===== src/inc/mm_timer_pkg.sv =====
// Constants for the two-channel multi-mode timer: register map, fields, resets.
// Assumes a 4-bit register address and a 16-bit register data path.
`default_nettype none
package mm_timer_pkg;
  // ==========================================
  // Bus geometry
  localparam int ADDR_W = 4;
  localparam int DATA_W = 16;
  localparam int CTRL_W = 8;
  // ==========================================
  // Register offsets
  localparam logic [3:0] ADDR_PER = 4'h0;
  localparam logic [3:0] ADDR_START = 4'h1;
  localparam logic [3:0] ADDR_FUNC = 4'h2;
  localparam logic [3:0] ADDR_OUTEN = 4'h3;
  localparam logic [3:0] ADDR_PDATA = 4'h4;
  localparam logic [3:0] ADDR_PMODE = 4'h5;
  localparam logic [3:0] ADDR_STATUS = 4'h6;
  localparam logic [1:0] CH_BASE_IDX = 2'h2;
  localparam logic [1:0] OFS_CTRL = 2'h0;
  localparam logic [1:0] OFS_COUNT = 2'h1;
  localparam logic [1:0] OFS_GRA = 2'h2;
  localparam logic [1:0] OFS_GRX = 2'h3;
  // ==========================================
  // Field positions
  localparam int PER_EN_BIT = 0;
  localparam int START_RUN_LSB = 0;
  localparam int START_CSEL_LSB = 2;
  localparam int FUNC_POS_PHASE_LEVEL_SEL_BIT = 0;
  localparam int FUNC_NEG_PHASE_LEVEL_SEL_BIT = 1;
  localparam int FUNC_CMD_LSB = 2;
  localparam int CTRL_SRC_LSB = 0;
  localparam int CTRL_EDGE_LSB = 3;
  localparam int CTRL_CAPEN_BIT = 5;
  localparam int CTRL_FILT_LSB = 6;
  localparam int STAT_MATCH_OFS = 0;
  localparam int STAT_CAP_OFS = 1;
  // ==========================================
  // Encodings
  localparam logic [1:0] CMD_TIMER = 2'h0;
  localparam logic [2:0] SRC_DIV1 = 3'h0;
  localparam logic [2:0] SRC_DIV2 = 3'h1;
  localparam logic [2:0] SRC_DIV4 = 3'h2;
  localparam logic [2:0] SRC_DIV8 = 3'h3;
  localparam logic [2:0] SRC_DIV32 = 3'h4;
  localparam logic [2:0] SRC_EXT = 3'h5;
  localparam logic [1:0] EDGE_RISE = 2'h0;
  localparam logic [1:0] EDGE_FALL = 2'h1;
  localparam int PRE_W = 5;
  // ==========================================
  // Reset values
  localparam logic [DATA_W-1:0] RST_COUNT = 16'h0000;
  localparam logic [DATA_W-1:0] RST_GR = 16'hffff;
  localparam logic [CTRL_W-1:0] RST_CTRL = 8'h00;
  localparam logic [DATA_W-1:0] RST_ZERO = 16'h0000;
  // ==========================================
  // Channel run state
  typedef enum logic [1:0] {
    ST_STOP = 2'b01,
    ST_RUN = 2'b10
  } chan_state_t;
endpackage
`default_nettype wire


===== src/rtl/mm_timer.sv =====
// Two-channel 16-bit timer with match stop, input capture and pin muxing.
// Assumes all inputs synchronous to clk; register port answers reads next cycle.
// Contract
// - Timer clock enable off: control writes ignored, reads give reset values, ports exempt.
// - Stop-select 0: writing start 0 does nothing; only match with A clears start.
// - Software stop holds pin level; PWM combo modes output initial levels.
// - Match stop keeps match level; PWM combo modes output initial levels.
// - Counter write wins over counter becoming zero in the same cycle.
// - Capture loads general register two to three clocks after input edge.
// - Capture edge raises capture request even while channel stopped.
// - After reset all timer pins act as inputs.
// - Edge detection takes at least two clocks after the pin changes.
`default_nettype none
module mm_timer
  import mm_timer_pkg::*;
#(
  parameter int NCH = 2
) (
  // Clock and reset
  input wire logic clk,
  input wire logic resetn,
  input wire logic ce,
  // Register port
  input wire logic [ADDR_W-1:0] addr,
  input wire logic [DATA_W-1:0] wdata,
  input wire logic wr,
  input wire logic rd,
  output logic [DATA_W-1:0] rdata,
  // Timer pins
  input wire logic [NCH-1:0] pinIn,
  output logic [NCH-1:0] pinOut,
  output logic [NCH-1:0] pinOe,
  input wire logic extClk,
  // Request levels
  output logic [NCH-1:0] irqReq
);
  if (NCH < 1 || NCH > 2) begin : gen_bad_nch
    $error("NCH must be 1 or 2");
  end

  // ==========================================
  // Shared registers
  logic timerClockEnable_ff, nxt_timerClockEnable;
  logic [NCH-1:0] stopSelect_ff, nxt_stopSelect;
  logic [3:0] funcCtrl_ff, nxt_funcCtrl;
  logic [NCH-1:0] outEn_ff, nxt_outEn;
  logic [NCH-1:0] portData_ff, nxt_portData;
  logic [NCH-1:0] portMode_ff, nxt_portMode;
  logic [2*NCH-1:0] status_ff, nxt_status;
  logic [PRE_W-1:0] pre_ff, nxt_pre;
  logic ext1_ff, ext2_ff, ext3_ff;
  logic [DATA_W-1:0] rdata_ff, nxt_rdata;
  logic [NCH-1:0] runBits;
  logic [NCH-1:0][DATA_W-1:0] cntAll, graAll, grxAll;
  logic [NCH-1:0][CTRL_W-1:0] ctrlAll;
  logic [NCH-1:0] matchEv, capEv;
  logic wrStart;
  logic [1:0] chSel;
  logic chHit;
  logic [1:0] cmd;

  assign wrStart = wr && addr == ADDR_START && timerClockEnable_ff;
  assign chSel = addr[3:2] - CH_BASE_IDX;
  assign chHit = addr[3:2] >= CH_BASE_IDX && int'(chSel) < NCH;
  assign cmd = funcCtrl_ff[FUNC_CMD_LSB +: 2];

  always_comb begin
    nxt_timerClockEnable = timerClockEnable_ff;
    nxt_stopSelect = stopSelect_ff;
    nxt_funcCtrl = funcCtrl_ff;
    nxt_outEn = outEn_ff;
    nxt_portData = portData_ff;
    nxt_portMode = portMode_ff;
    nxt_pre = pre_ff + 1'b1;
    nxt_status = status_ff;
    if (wr) begin
      unique case (addr)
        ADDR_PER: nxt_timerClockEnable = wdata[PER_EN_BIT];
        ADDR_PDATA: nxt_portData = wdata[NCH-1:0];
        ADDR_PMODE: nxt_portMode = wdata[NCH-1:0];
        default: ;
      endcase
      if (timerClockEnable_ff) begin
        unique case (addr)
          ADDR_START: nxt_stopSelect = wdata[START_CSEL_LSB +: NCH];
          ADDR_FUNC: nxt_funcCtrl = wdata[3:0];
          ADDR_OUTEN: nxt_outEn = wdata[NCH-1:0];
          ADDR_STATUS: nxt_status = status_ff & ~wdata[2*NCH-1:0];
          default: ;
        endcase
      end
    end
    for (int c = 0; c < NCH; c++) begin
      nxt_status[2*c+STAT_MATCH_OFS] = nxt_status[2*c+STAT_MATCH_OFS] | matchEv[c];
      nxt_status[2*c+STAT_CAP_OFS] = nxt_status[2*c+STAT_CAP_OFS] | capEv[c];
    end
  end

  // Reads: gated registers show reset values while the timer clock is off
  always_comb begin
    nxt_rdata = rdata_ff;
    if (rd) begin
      nxt_rdata = RST_ZERO;
      unique case (addr)
        ADDR_PER: nxt_rdata[PER_EN_BIT] = timerClockEnable_ff;
        ADDR_PDATA: nxt_rdata[NCH-1:0] = portData_ff;
        ADDR_PMODE: nxt_rdata[NCH-1:0] = portMode_ff;
        default: ;
      endcase
      if (timerClockEnable_ff) begin
        unique case (addr)
          ADDR_START: begin
            nxt_rdata[START_RUN_LSB +: NCH] = runBits;
            nxt_rdata[START_CSEL_LSB +: NCH] = stopSelect_ff;
          end
          ADDR_FUNC: nxt_rdata[3:0] = funcCtrl_ff;
          ADDR_OUTEN: nxt_rdata[NCH-1:0] = outEn_ff;
          ADDR_STATUS: nxt_rdata[2*NCH-1:0] = status_ff;
          default: ;
        endcase
        if (chHit) begin
          unique case (addr[1:0])
            OFS_CTRL: nxt_rdata[CTRL_W-1:0] = ctrlAll[chSel];
            OFS_COUNT: nxt_rdata = cntAll[chSel];
            OFS_GRA: nxt_rdata = graAll[chSel];
            OFS_GRX: nxt_rdata = grxAll[chSel];
          endcase
        end
      end else if (chHit) begin
        unique case (addr[1:0])
          OFS_CTRL: nxt_rdata[CTRL_W-1:0] = RST_CTRL;
          OFS_COUNT: nxt_rdata = RST_COUNT;
          default: nxt_rdata = RST_GR;
        endcase
      end
    end
  end

  always_ff @(posedge clk or negedge resetn) begin
    if (!resetn) begin
      timerClockEnable_ff <= 1'b0;
      stopSelect_ff <= '0;
      funcCtrl_ff <= '0;
      outEn_ff <= '0;
      portData_ff <= '0;
      portMode_ff <= '0;
      status_ff <= '0;
      pre_ff <= '0;
      ext1_ff <= 1'b0;
      ext2_ff <= 1'b0;
      ext3_ff <= 1'b0;
      rdata_ff <= '0;
    end else if (ce) begin
      timerClockEnable_ff <= nxt_timerClockEnable;
      stopSelect_ff <= nxt_stopSelect;
      funcCtrl_ff <= nxt_funcCtrl;
      outEn_ff <= nxt_outEn;
      portData_ff <= nxt_portData;
      portMode_ff <= nxt_portMode;
      status_ff <= nxt_status;
      pre_ff <= nxt_pre;
      ext1_ff <= extClk;
      ext2_ff <= ext1_ff;
      ext3_ff <= ext2_ff;
      rdata_ff <= nxt_rdata;
    end
  end

  assign rdata = rdata_ff;

  // ==========================================
  // Channels
  for (genvar g = 0; g < NCH; g++) begin : gen_ch
    chan_state_t state_ff, nxt_state;
    logic [DATA_W-1:0] cnt_ff, nxt_cnt, gra_ff, nxt_gra, grx_ff, nxt_grx;
    logic [CTRL_W-1:0] ctrl_ff, nxt_ctrl;
    logic s1_ff, s2_ff, s3_ff;
    logic outLvl_ff, nxt_outLvl, pinOut_ff, nxt_pinOut, pinOe_ff;
    logic tick, hit, edgeOk, wrCh, initLvl, comboMode;

    assign wrCh = wr && timerClockEnable_ff && chHit && int'(chSel) == g;
    assign comboMode = cmd != CMD_TIMER;
    assign initLvl = g == 0 ? funcCtrl_ff[FUNC_POS_PHASE_LEVEL_SEL_BIT] : funcCtrl_ff[FUNC_NEG_PHASE_LEVEL_SEL_BIT];

    always_comb begin
      unique case (ctrl_ff[CTRL_SRC_LSB +: 3])
        SRC_DIV1: tick = 1'b1;
        SRC_DIV2: tick = &pre_ff[0:0];
        SRC_DIV4: tick = &pre_ff[1:0];
        SRC_DIV8: tick = &pre_ff[2:0];
        SRC_DIV32: tick = &pre_ff;
        SRC_EXT: tick = ext2_ff && !ext3_ff;
        default: tick = 1'b0;
      endcase
      unique case (ctrl_ff[CTRL_EDGE_LSB +: 2])
        EDGE_RISE: edgeOk = s2_ff && !s3_ff;
        EDGE_FALL: edgeOk = !s2_ff && s3_ff;
        default: edgeOk = s2_ff != s3_ff;
      endcase
    end

    assign hit = state_ff == ST_RUN && tick && cnt_ff == gra_ff;
    assign matchEv[g] = hit;
    assign capEv[g] = ctrl_ff[CTRL_CAPEN_BIT] && edgeOk;

    always_comb begin
      nxt_state = state_ff;
      nxt_cnt = cnt_ff;
      nxt_gra = gra_ff;
      nxt_grx = grx_ff;
      nxt_ctrl = ctrl_ff;
      nxt_outLvl = outLvl_ff;
      unique case (state_ff)
        ST_STOP: begin
          if (wrStart && wdata[START_RUN_LSB+g]) nxt_state = ST_RUN;
        end
        ST_RUN: begin
          if (hit && !stopSelect_ff[g]) nxt_state = ST_STOP;
          else if (wrStart && !wdata[START_RUN_LSB+g] && stopSelect_ff[g]) begin
            nxt_state = ST_STOP;
          end
        end
      endcase
      if (hit) begin
        nxt_cnt = RST_COUNT;
        nxt_outLvl = !outLvl_ff;
      end else if (state_ff == ST_RUN && tick) begin
        nxt_cnt = cnt_ff + 1'b1;
      end
      if (comboMode && nxt_state == ST_STOP) nxt_outLvl = initLvl;
      if (capEv[g]) nxt_grx = cnt_ff;
      if (wrCh) begin
        unique case (addr[1:0])
          OFS_CTRL: nxt_ctrl = wdata[CTRL_W-1:0];
          OFS_COUNT: nxt_cnt = wdata;
          OFS_GRA: nxt_gra = wdata;
          OFS_GRX: nxt_grx = wdata;
        endcase
      end
      nxt_pinOut = outEn_ff[g] ? nxt_outLvl : portData_ff[g];
    end

    always_ff @(posedge clk or negedge resetn) begin
      if (!resetn) begin
        state_ff <= ST_STOP;
        cnt_ff <= RST_COUNT;
        gra_ff <= RST_GR;
        grx_ff <= RST_GR;
        ctrl_ff <= RST_CTRL;
        s1_ff <= 1'b0;
        s2_ff <= 1'b0;
        s3_ff <= 1'b0;
        outLvl_ff <= 1'b0;
        pinOut_ff <= 1'b0;
        pinOe_ff <= 1'b0;
      end else if (ce) begin
        state_ff <= nxt_state;
        cnt_ff <= nxt_cnt;
        gra_ff <= nxt_gra;
        grx_ff <= nxt_grx;
        ctrl_ff <= nxt_ctrl;
        s1_ff <= pinIn[g];
        s2_ff <= s1_ff;
        s3_ff <= s2_ff;
        outLvl_ff <= nxt_outLvl;
        pinOut_ff <= nxt_pinOut;
        pinOe_ff <= nxt_portMode[g];
      end
    end

    assign runBits[g] = state_ff == ST_RUN;
    assign cntAll[g] = cnt_ff;
    assign graAll[g] = gra_ff;
    assign grxAll[g] = grx_ff;
    assign ctrlAll[g] = ctrl_ff;
    assign pinOut[g] = pinOut_ff;
    assign pinOe[g] = pinOe_ff;
    assign irqReq[g] = status_ff[2*g+STAT_MATCH_OFS] | status_ff[2*g+STAT_CAP_OFS];
  end
endmodule // mm_timer
`default_nettype wire


===== config.mk =====
export PLATFORM = sky130hd
export DESIGN_NAME = mm_timer
export DESIGN_NICKNAME = d
export VERILOG_FILES = /design/src/inc/mm_timer_pkg.sv /design/src/rtl/mm_timer.sv
export SDC_FILE = /design/constraint.sdc
export NUM_CORES = 1
export LEC_CHECK = 0
export BUFFER_PORTS_ARGS = -buffer_cell sky130_fd_sc_hd__buf_4
export CELL_PAD_IN_SITES_DETAIL_PLACEMENT = 0
export CELL_PAD_IN_SITES_GLOBAL_PLACEMENT = 2
export CORE_MARGIN = 1
export CORE_UTILIZATION = 40
export DETAILED_ROUTE_END_ITERATION = 10
export GPL_TIMING_DRIVEN = 1
export PLACE_DENSITY_LB_ADDON = 0.1
export SLEW_MARGIN = 20
export SYNTH_ARGS = -nofsm -noshare
export SYNTH_HDL_FRONTEND = slang
export SYNTH_SLANG_ARGS = --single-unit

===== constraint.sdc =====
create_clock -name clk -period 4.1 [get_ports clk]
set_clock_uncertainty 0.2 [all_clocks]
set_input_delay 0.41 -clock clk [delete_from_list [all_inputs] [get_ports clk]]
set_output_delay 0.41 -clock clk [all_outputs]
set_load 0.02 [all_outputs]

==> run metrics, run 1 <==
Psw 0.001500 W; Synth warnings 0; sequential power share 0.451; Post-Route Hold Slack 56.55 ps; Slew HR 0.3101; share of flip-flops with an asynchronous set or reset 1.000; Reg clk slew, reported paths 70 ps; Reg2Reg Launch Point pre_ff[0]; outcome completed; first-pass GRT wire length 48.29 mm; critical path class flop to flop; EDFF count, synth 0; WP data required 4220 ps; gr ovfl total 0; H-tree depth 4; layout cells sized above 1 0.2657; pins over their slew limit 0; Synth area leaders dfrtp_1, dfstp_2, mux2_2; Hold Startpoint wdata[9]; combinational share of power 0.189; Tot GR Track Use 0.2644; initial core utilization 0.4105; CP Launch Type flop; DIE HEIGHT 157.9 um; diodes inserted 0; final hold vios 0; syn nets 1,015; area of the multi-input gates 0.004999 mm^2; maximum clock path buffer count 2; Routed wire per std cell 23.61 um; Max Cap Violations 0; CTS Root Cell clkbuf_16; fin crit period 3299 ps; CTS tree yes; synthesized netlist cell count 978; Post-Syn Area per Cell 9.941 um^2; die footprint 0.02493 mm^2; clock buffer count from CTS 17; Switching Share 0.3089; clk_lat worst skew 440 ps; arrival time at the worst endpoint 3420 ps; pwr/cell area 443.5 mW/mm^2; post-route ant nets 0; critical path endpoint category flop; Worst-Margin Slew 1028 ps; Setup-failing EPs final 0; post-route cell area 0.01095 mm^2; clock share of power 0.359; 1st-pass router iterations 5; Inst Count DP 1,284; Synth cell types 73; post-synth top area share 0.2600; fmax 303.1 MHz; row count 56; Final Cycle Share 0.8046; number of filler cells placed in the layout 2,329; routability cong. 0.8504; final wirelength 31.17 mm; I/O Buffers 49; HP Class input port to flop; drt initial violations 627; critical path fanouts, max 15; CP startpoint pre_ff[0]; core area 0.02368 mm^2; Layout area overhead 12.60%; Die Wd 157.9 um; maximum VDD drop 290.1 uV; final cell count without fillers 1,320; nets@finish 1,025; cell area after synthesis 0.009722 mm^2; register area share after synthesis 0.4384; Vias 7,853; # DRC 0; largest net degree at the start of global routing 63; Post-synth top flop dfrtp_1; vias in the first global route 7,806; RSZ-0062 raised after global routing false; Fin Setup TNS 0 ps; FF/Latch Area 0.004262 mm^2; Area after DPL 0.01028 mm^2; largest area contributor in the netlist dfrtp_1; clk sinks 167; Pint 0.003355 W; Static Leak 4.698 nW; initial antenna violation count 0; num ports 50; hpwl dp 22.06 mm; vias per inst 5.949; Yosys reg bits 167
per-layer routing:
layer | up-vias | part of all wire | global-route usage
met5 | - | 0 | 0
li1 | 3646 | - | -
met3 | 41 | 0.037 | 0.03504
met1 | 3989 | 0.46 | 0.3660
met2 | 177 | 0.48 | 0.4296
met4 | 0 | 0.024 | 0.07906
registers in the layout, summed over array words and instances, names as in the netlist, 4 cells and up:
name / cells
funcCtrl_ff: 4
gen_ch.cnt_ff: 32
gen_ch.ctrl_ff: 16
gen_ch.gra_ff: 32
gen_ch.grx_ff: 32
gen_ch.state_ff: 4
pre_ff: 5
rdata: 16
status_ff: 4
worst paths after layout:
path | end | slack (ps) | cells after the start
setup / recovery | gen_ch[1].cnt_ff[10] | 800 | 9
hold / removal | gen_ch[1].grx_ff[9] | 60 | 3
setup reg to reg | gen_ch[1].cnt_ff[10] | 800 | 9
hold reg to reg | rdata[6] | 280 | 1
max in group asynchronous | gen_ch[0].gra_ff[0] | 2400 | 3
min in group asynchronous | gen_ch[0].state_ff[1] | 340 | 2
cells in the final DEF, fill, tap and decap left out, drive strengths merged, types with 11 or more instances in the layout:
master and count:
a211oi 12, a21oi 59, a22o 13, and3 13, buf 67, clkbuf 20, dfrtp 101, dfstp 66
inv 31, mux2 75, mux2i 33, mux4 12, nand2 90, nand3 26, nor2 58, nor4 14
o211ai 11, o21ai 46, o22a 11, o22ai 27, xor2 33
synth_stat cells, types with 6 or more instances:
| cell | number |
|---|---|
| inv_1 | 27 |
| mux2_2 | 75 |
| dfrtp_1 | 101 |
| nand2b_1 | 8 |
| a21o_1 | 6 |
| nor2_1 | 58 |
| nand4_1 | 9 |
| nor4_1 | 14 |
| a221oi_1 | 8 |
| mux2i_1 | 33 |
| or3_1 | 7 |
| a21oi_1 | 59 |
| nor3_1 | 9 |
| nor2b_1 | 6 |
| xor2_1 | 33 |
| clkbuf_1 | 60 |
| dfstp_2 | 66 |
| o31ai_1 | 9 |
| ha_1 | 9 |
| o22ai_1 | 27 |
| o22a_1 | 11 |
| a22oi_1 | 9 |
| a22o_1 | 13 |
| buf_4 | 6 |
| nand2_1 | 90 |
| nand3_1 | 26 |
| a31oi_1 | 9 |
| mux4_2 | 12 |
| a211oi_1 | 12 |
| o211ai_1 | 11 |
| o21ai_0 | 44 |
| and3_1 | 13 |
worst max-delay path: stages, from the launching register on:
cell and delay, ps:
dfrtp_1 440, ha_1 270, ha_1 220, mux2i_1 90, a2111oi_0 630, a21oi_1 100, buf_4 230, or4b_1 560
a31o_2 260, a22o_1 170
power by group through the flow:
| stage | sequential, W | clock [W] | combinational [W] |
|---|---|---|---|
| floorplan | 0.00211 | 0 | 0.000642 |
| global placement | 0.00221 | 0 | 0.000915 |
| detailed placement | 0.00221 | 0 | 0.000919 |
| CTS | 0.00219 | 0.00178 | 0.000926 |
| global route | 0.00223 | 0.00184 | 0.00102 |
| finish | 0.00219 | 0.00175 | 0.000919 |
metrics by stage:
stage / total power, W / utilization / setup slack (ps)
2_1_floorplan: 0.002753 / - / 1166
3_5_place_dp: 0.003134 / 0.4341 / 864.1
6_report: 0.004855 / 0.4622 / 801.1
5_1_grt: 0.005089 / 0.4622 / 604.0
4_1_cts: 0.004890 / 0.4622 / 845.1
3_3_place_gp: 0.003125 / 0.4341 / 924.5
kinds of logic (layout without fill, tap and decap cells):
| logic type | after synthesis | count (layout) | share of synthesized area |
|---|---|---|---|
| compound gates | 265 | 265 | 0.1828 |
| xor+xnor | 34 | 34 | 0.03063 |
| fa+ha+maj | 9 | 9 | 0.01158 |
| mux | 120 | 120 | 0.1486 |
| simple gates | 276 | 276 | 0.1405 |
| flops | 167 | 167 | 0.4384 |
| buf+inv | 107 | 130 | 0.04749 |
repair_timing:
| item | in CTS | in global routing |
|---|---|---|
| hold buffers | 4 | 0 |
| buffers inserted | 0 | 0 |
| resized for setup | 0 | 0 |
| hold endpoints to repair | 46 | 0 |
area by class of cell:
type	count	share of cell area
repair buffers	71	0.05109
clock buffers	20	0.04263
well taps	319	0.03646
multi-input cells	704	0.4566
clock inverters	12	0.01463
inverters	27	0.009258
flip-flops and latches	167	0.3893
Power figures use the tool's default switching activity.
==> inputs of run 2 (changes only) <==
--- a/config.mk
+++ b/config.mk
@@ -9,7 +9,7 @@
 export CELL_PAD_IN_SITES_DETAIL_PLACEMENT = 0
 export CELL_PAD_IN_SITES_GLOBAL_PLACEMENT = 2
 export CORE_MARGIN = 1
-export CORE_UTILIZATION = 40
+export CORE_UTILIZATION = 37
 export DETAILED_ROUTE_END_ITERATION = 10
 export GPL_TIMING_DRIVEN = 1
 export PLACE_DENSITY_LB_ADDON = 0.1
==> constraint.sdc (replaced) <==
create_clock -name clk -period 2.9 [get_ports clk]
set_clock_uncertainty 0.2 [all_clocks]
set_input_delay 0.29 -clock clk [delete_from_list [all_inputs] [get_ports clk]]
set_output_delay 0.29 -clock clk [all_outputs]
set_load 0.02 [all_outputs]
==> run 2 against run 1 <==
  * Power increased by 44%
  * Register-to-register slack got worse by 740 ps
  * Count of clock-buffer cells in the layout decreased by 3
  * Critical path type unchanged
  * Final cell count increased by 6.4%
  * Critical endpoint is now gen_ch[1].cnt_ff[12]
  * Sequential share of layout area decreased by 2.5 points
  * Wire length increased by 9.6%
  * Largest power group unchanged
  * Die area increased by 8.0%
  * Global-route usage increased by 0.20 points
  * First-iteration DRC count decreased by 2.9%
==> run metrics, run 2 (synthesis gave the netlist of run 1 again) <==
Worst-Margin Slew 709.3 ps; Reg2Reg Launch Point pre_ff[0]; maximum VDD drop 386.0 uV; register-to-register setup slack 60 ps; Slowest cell on crit path or4b_4; initial core utilization 0.3817; Static Leak 5.093 nW; critical path fanouts, max 7; drt initial violations 609; CP Launch Type flop; row count 58; initial antenna violation count 0; num ports 50; most frequent cells in the layout buf_4, dfrtp_1, nand2_1; hpwl dp 24.41 mm; critical path class flop to flop; Hold Startpoint wdata[5]; H-tree depth 4; arrival time at the worst endpoint 2960 ps; Layout area overhead 20.31%; largest net degree at the start of global routing 59; final worst slack 64.38 ps; most common cell after layout, fill and taps aside buf_4; Setup-failing EPs final 0; Area after DPL 0.01086 mm^2; Final Power 0.006992 W; Die Wd 164.1 um; pins over their slew limit 0; fin crit period 2836 ps; core area 0.02547 mm^2; post-route cell area 0.01170 mm^2; Max Cap Violations 0; nets@finish 1,099; Tot GR Track Use 0.2664; routability cong. 0.8439; final hold vios 0; diodes inserted 0; outcome completed; Slew HR 0.5262; biggest regs gen_ch.cnt_ff (32), gen_ch.gra_ff (32), gen_ch.grx_ff (32); final wirelength 34.16 mm; critical path endpoint category flop; post-place setup slack -4.782 ps; Routed wire per std cell 24.31 um; post-route ant nets 0; 1st-pass router iterations 4; WP data required 3020 ps; clk sinks 167; Vias 8,151; die footprint 0.02693 mm^2; maximum clock path buffer count 2; vias per inst 5.801; Reg clk slew, reported paths 80 ps; pwr/cell area 597.8 mW/mm^2; HP Class input port to flop; Hold Crit Depth 2; Final Core Density 0.4592; clock buffer count from CTS 17; r2r endpoint gen_ch[1].cnt_ff[12]; layout cells sized above 1 0.3172; path depth of the worst reg2reg path 10; clk_lat worst skew 440 ps; CTS tree yes; final cell count without fillers 1,405; CP max stage delay 530 ps; Inst Count DP 1,357; CP dominant cell by count ha_4; RSZ-0062 raised after global routing true; first-pass GRT wire length 52.26 mm; DIE HEIGHT 164.1 um; I/O Buffers 49; CTS Root Cell clkbuf_16; # DRC 0; Cell Chain, Critical Path ha_4 -> ha_4 -> mux2i_1 -> a2111oi_1 -> buf_4 -> a21oi_1 -> clkbuf_16 -> or4b_4 -> a31o_2 -> a22o_1; Worst Hold End gen_ch[0].ctrl_ff[5]; vias in the first global route 8,389; gr ovfl total 0; Final Cycle Share 0.9778; fmax 352.7 MHz
## run 2: cell types whose count changed in the layout (fill, tap and decap cells not counted), sizes merged
cell         before  now
clkinvlp          2    1
buf              67  129
clkbuf           20   18
inv              31   37
bufinv            3    1
dlygate4sd3       4   15
## run 2: layout make-up
cell class	count	area [um^2]
Timing Repair Buffer	145	1247
Clock inverter	15	158.9
Fill cell	2487	13780
Sequential cell	167	4262
Clock buffer	17	425.4
Inverter	27	101.3
Tap cell	330	412.9
Multi-Input combinational cell	704	5089
## run 2: stage by stage
step	hold slack (ps)	TNS (ps)
after global placement	141.0	0
after detailed placement	146.4	-4.782
after floorplan	-205.6	0
after CTS	0.05485	0
after global routing	0.7868	-4.840
final	15.60	0
## run 2: what timing repair did
action / 4_1_cts / 5_1_grt
resized for setup: 2 / 16
pin swaps: 1 / 4
hold endpoints to repair: 79 / 0
gates cloned: 0 / 0
setup endpoints to repair: 5 / 14
buffers inserted: 0 / 1
hold buffers: 15 / 0
## run 2: worst max path at each step
stage / start / endpoint / slack (ps)
2_1_floorplan: pre_ff[0] / gen_ch[0].cnt_ff[15] / 50
3_3_place_gp: pre_ff[1] / gen_ch[1].cnt_ff[10] / 5
3_5_place_dp: pre_ff[1] / gen_ch[1].cnt_ff[10] / -5
4_1_cts: pre_ff[1] / gen_ch[0].cnt_ff[12] / 8
5_1_grt: pre_ff[0] / gen_ch[1].cnt_ff[12] / -5
6_report: pre_ff[0] / gen_ch[1].cnt_ff[12] / 60
## run 2: layer usage
layer  wire, um  vias to the layer above  global-route usage
met5          0                        -                   0
met1      15410                     4150              0.3501
li1           -                     3792                   -
met2      16830                      164              0.4513
met3       1086                       45             0.03636
met4        835                        0             0.08375
## run 2: report_power, final
| part | switching (W) | internal (W) |
|---|---|---|
| clock network | 0.00112 | 0.00123 |
| registers | 0.000293 | 0.00272 |
| logic | 0.000875 | 0.000754 |
| total | 0.00229 | 0.00470 |
## run 2: critical path: cells and delay by family (launching register included)
family | cells | cell delay [ps]
AO/OA/AOI/OAI | 4 | 870
AND/OR/NAND/NOR | 1 | 530
flip-flops | 1 | 390
buffers and inverters | 2 | 370
adder cells (fa/ha/maj) | 2 | 300
multiplexers | 1 | 60
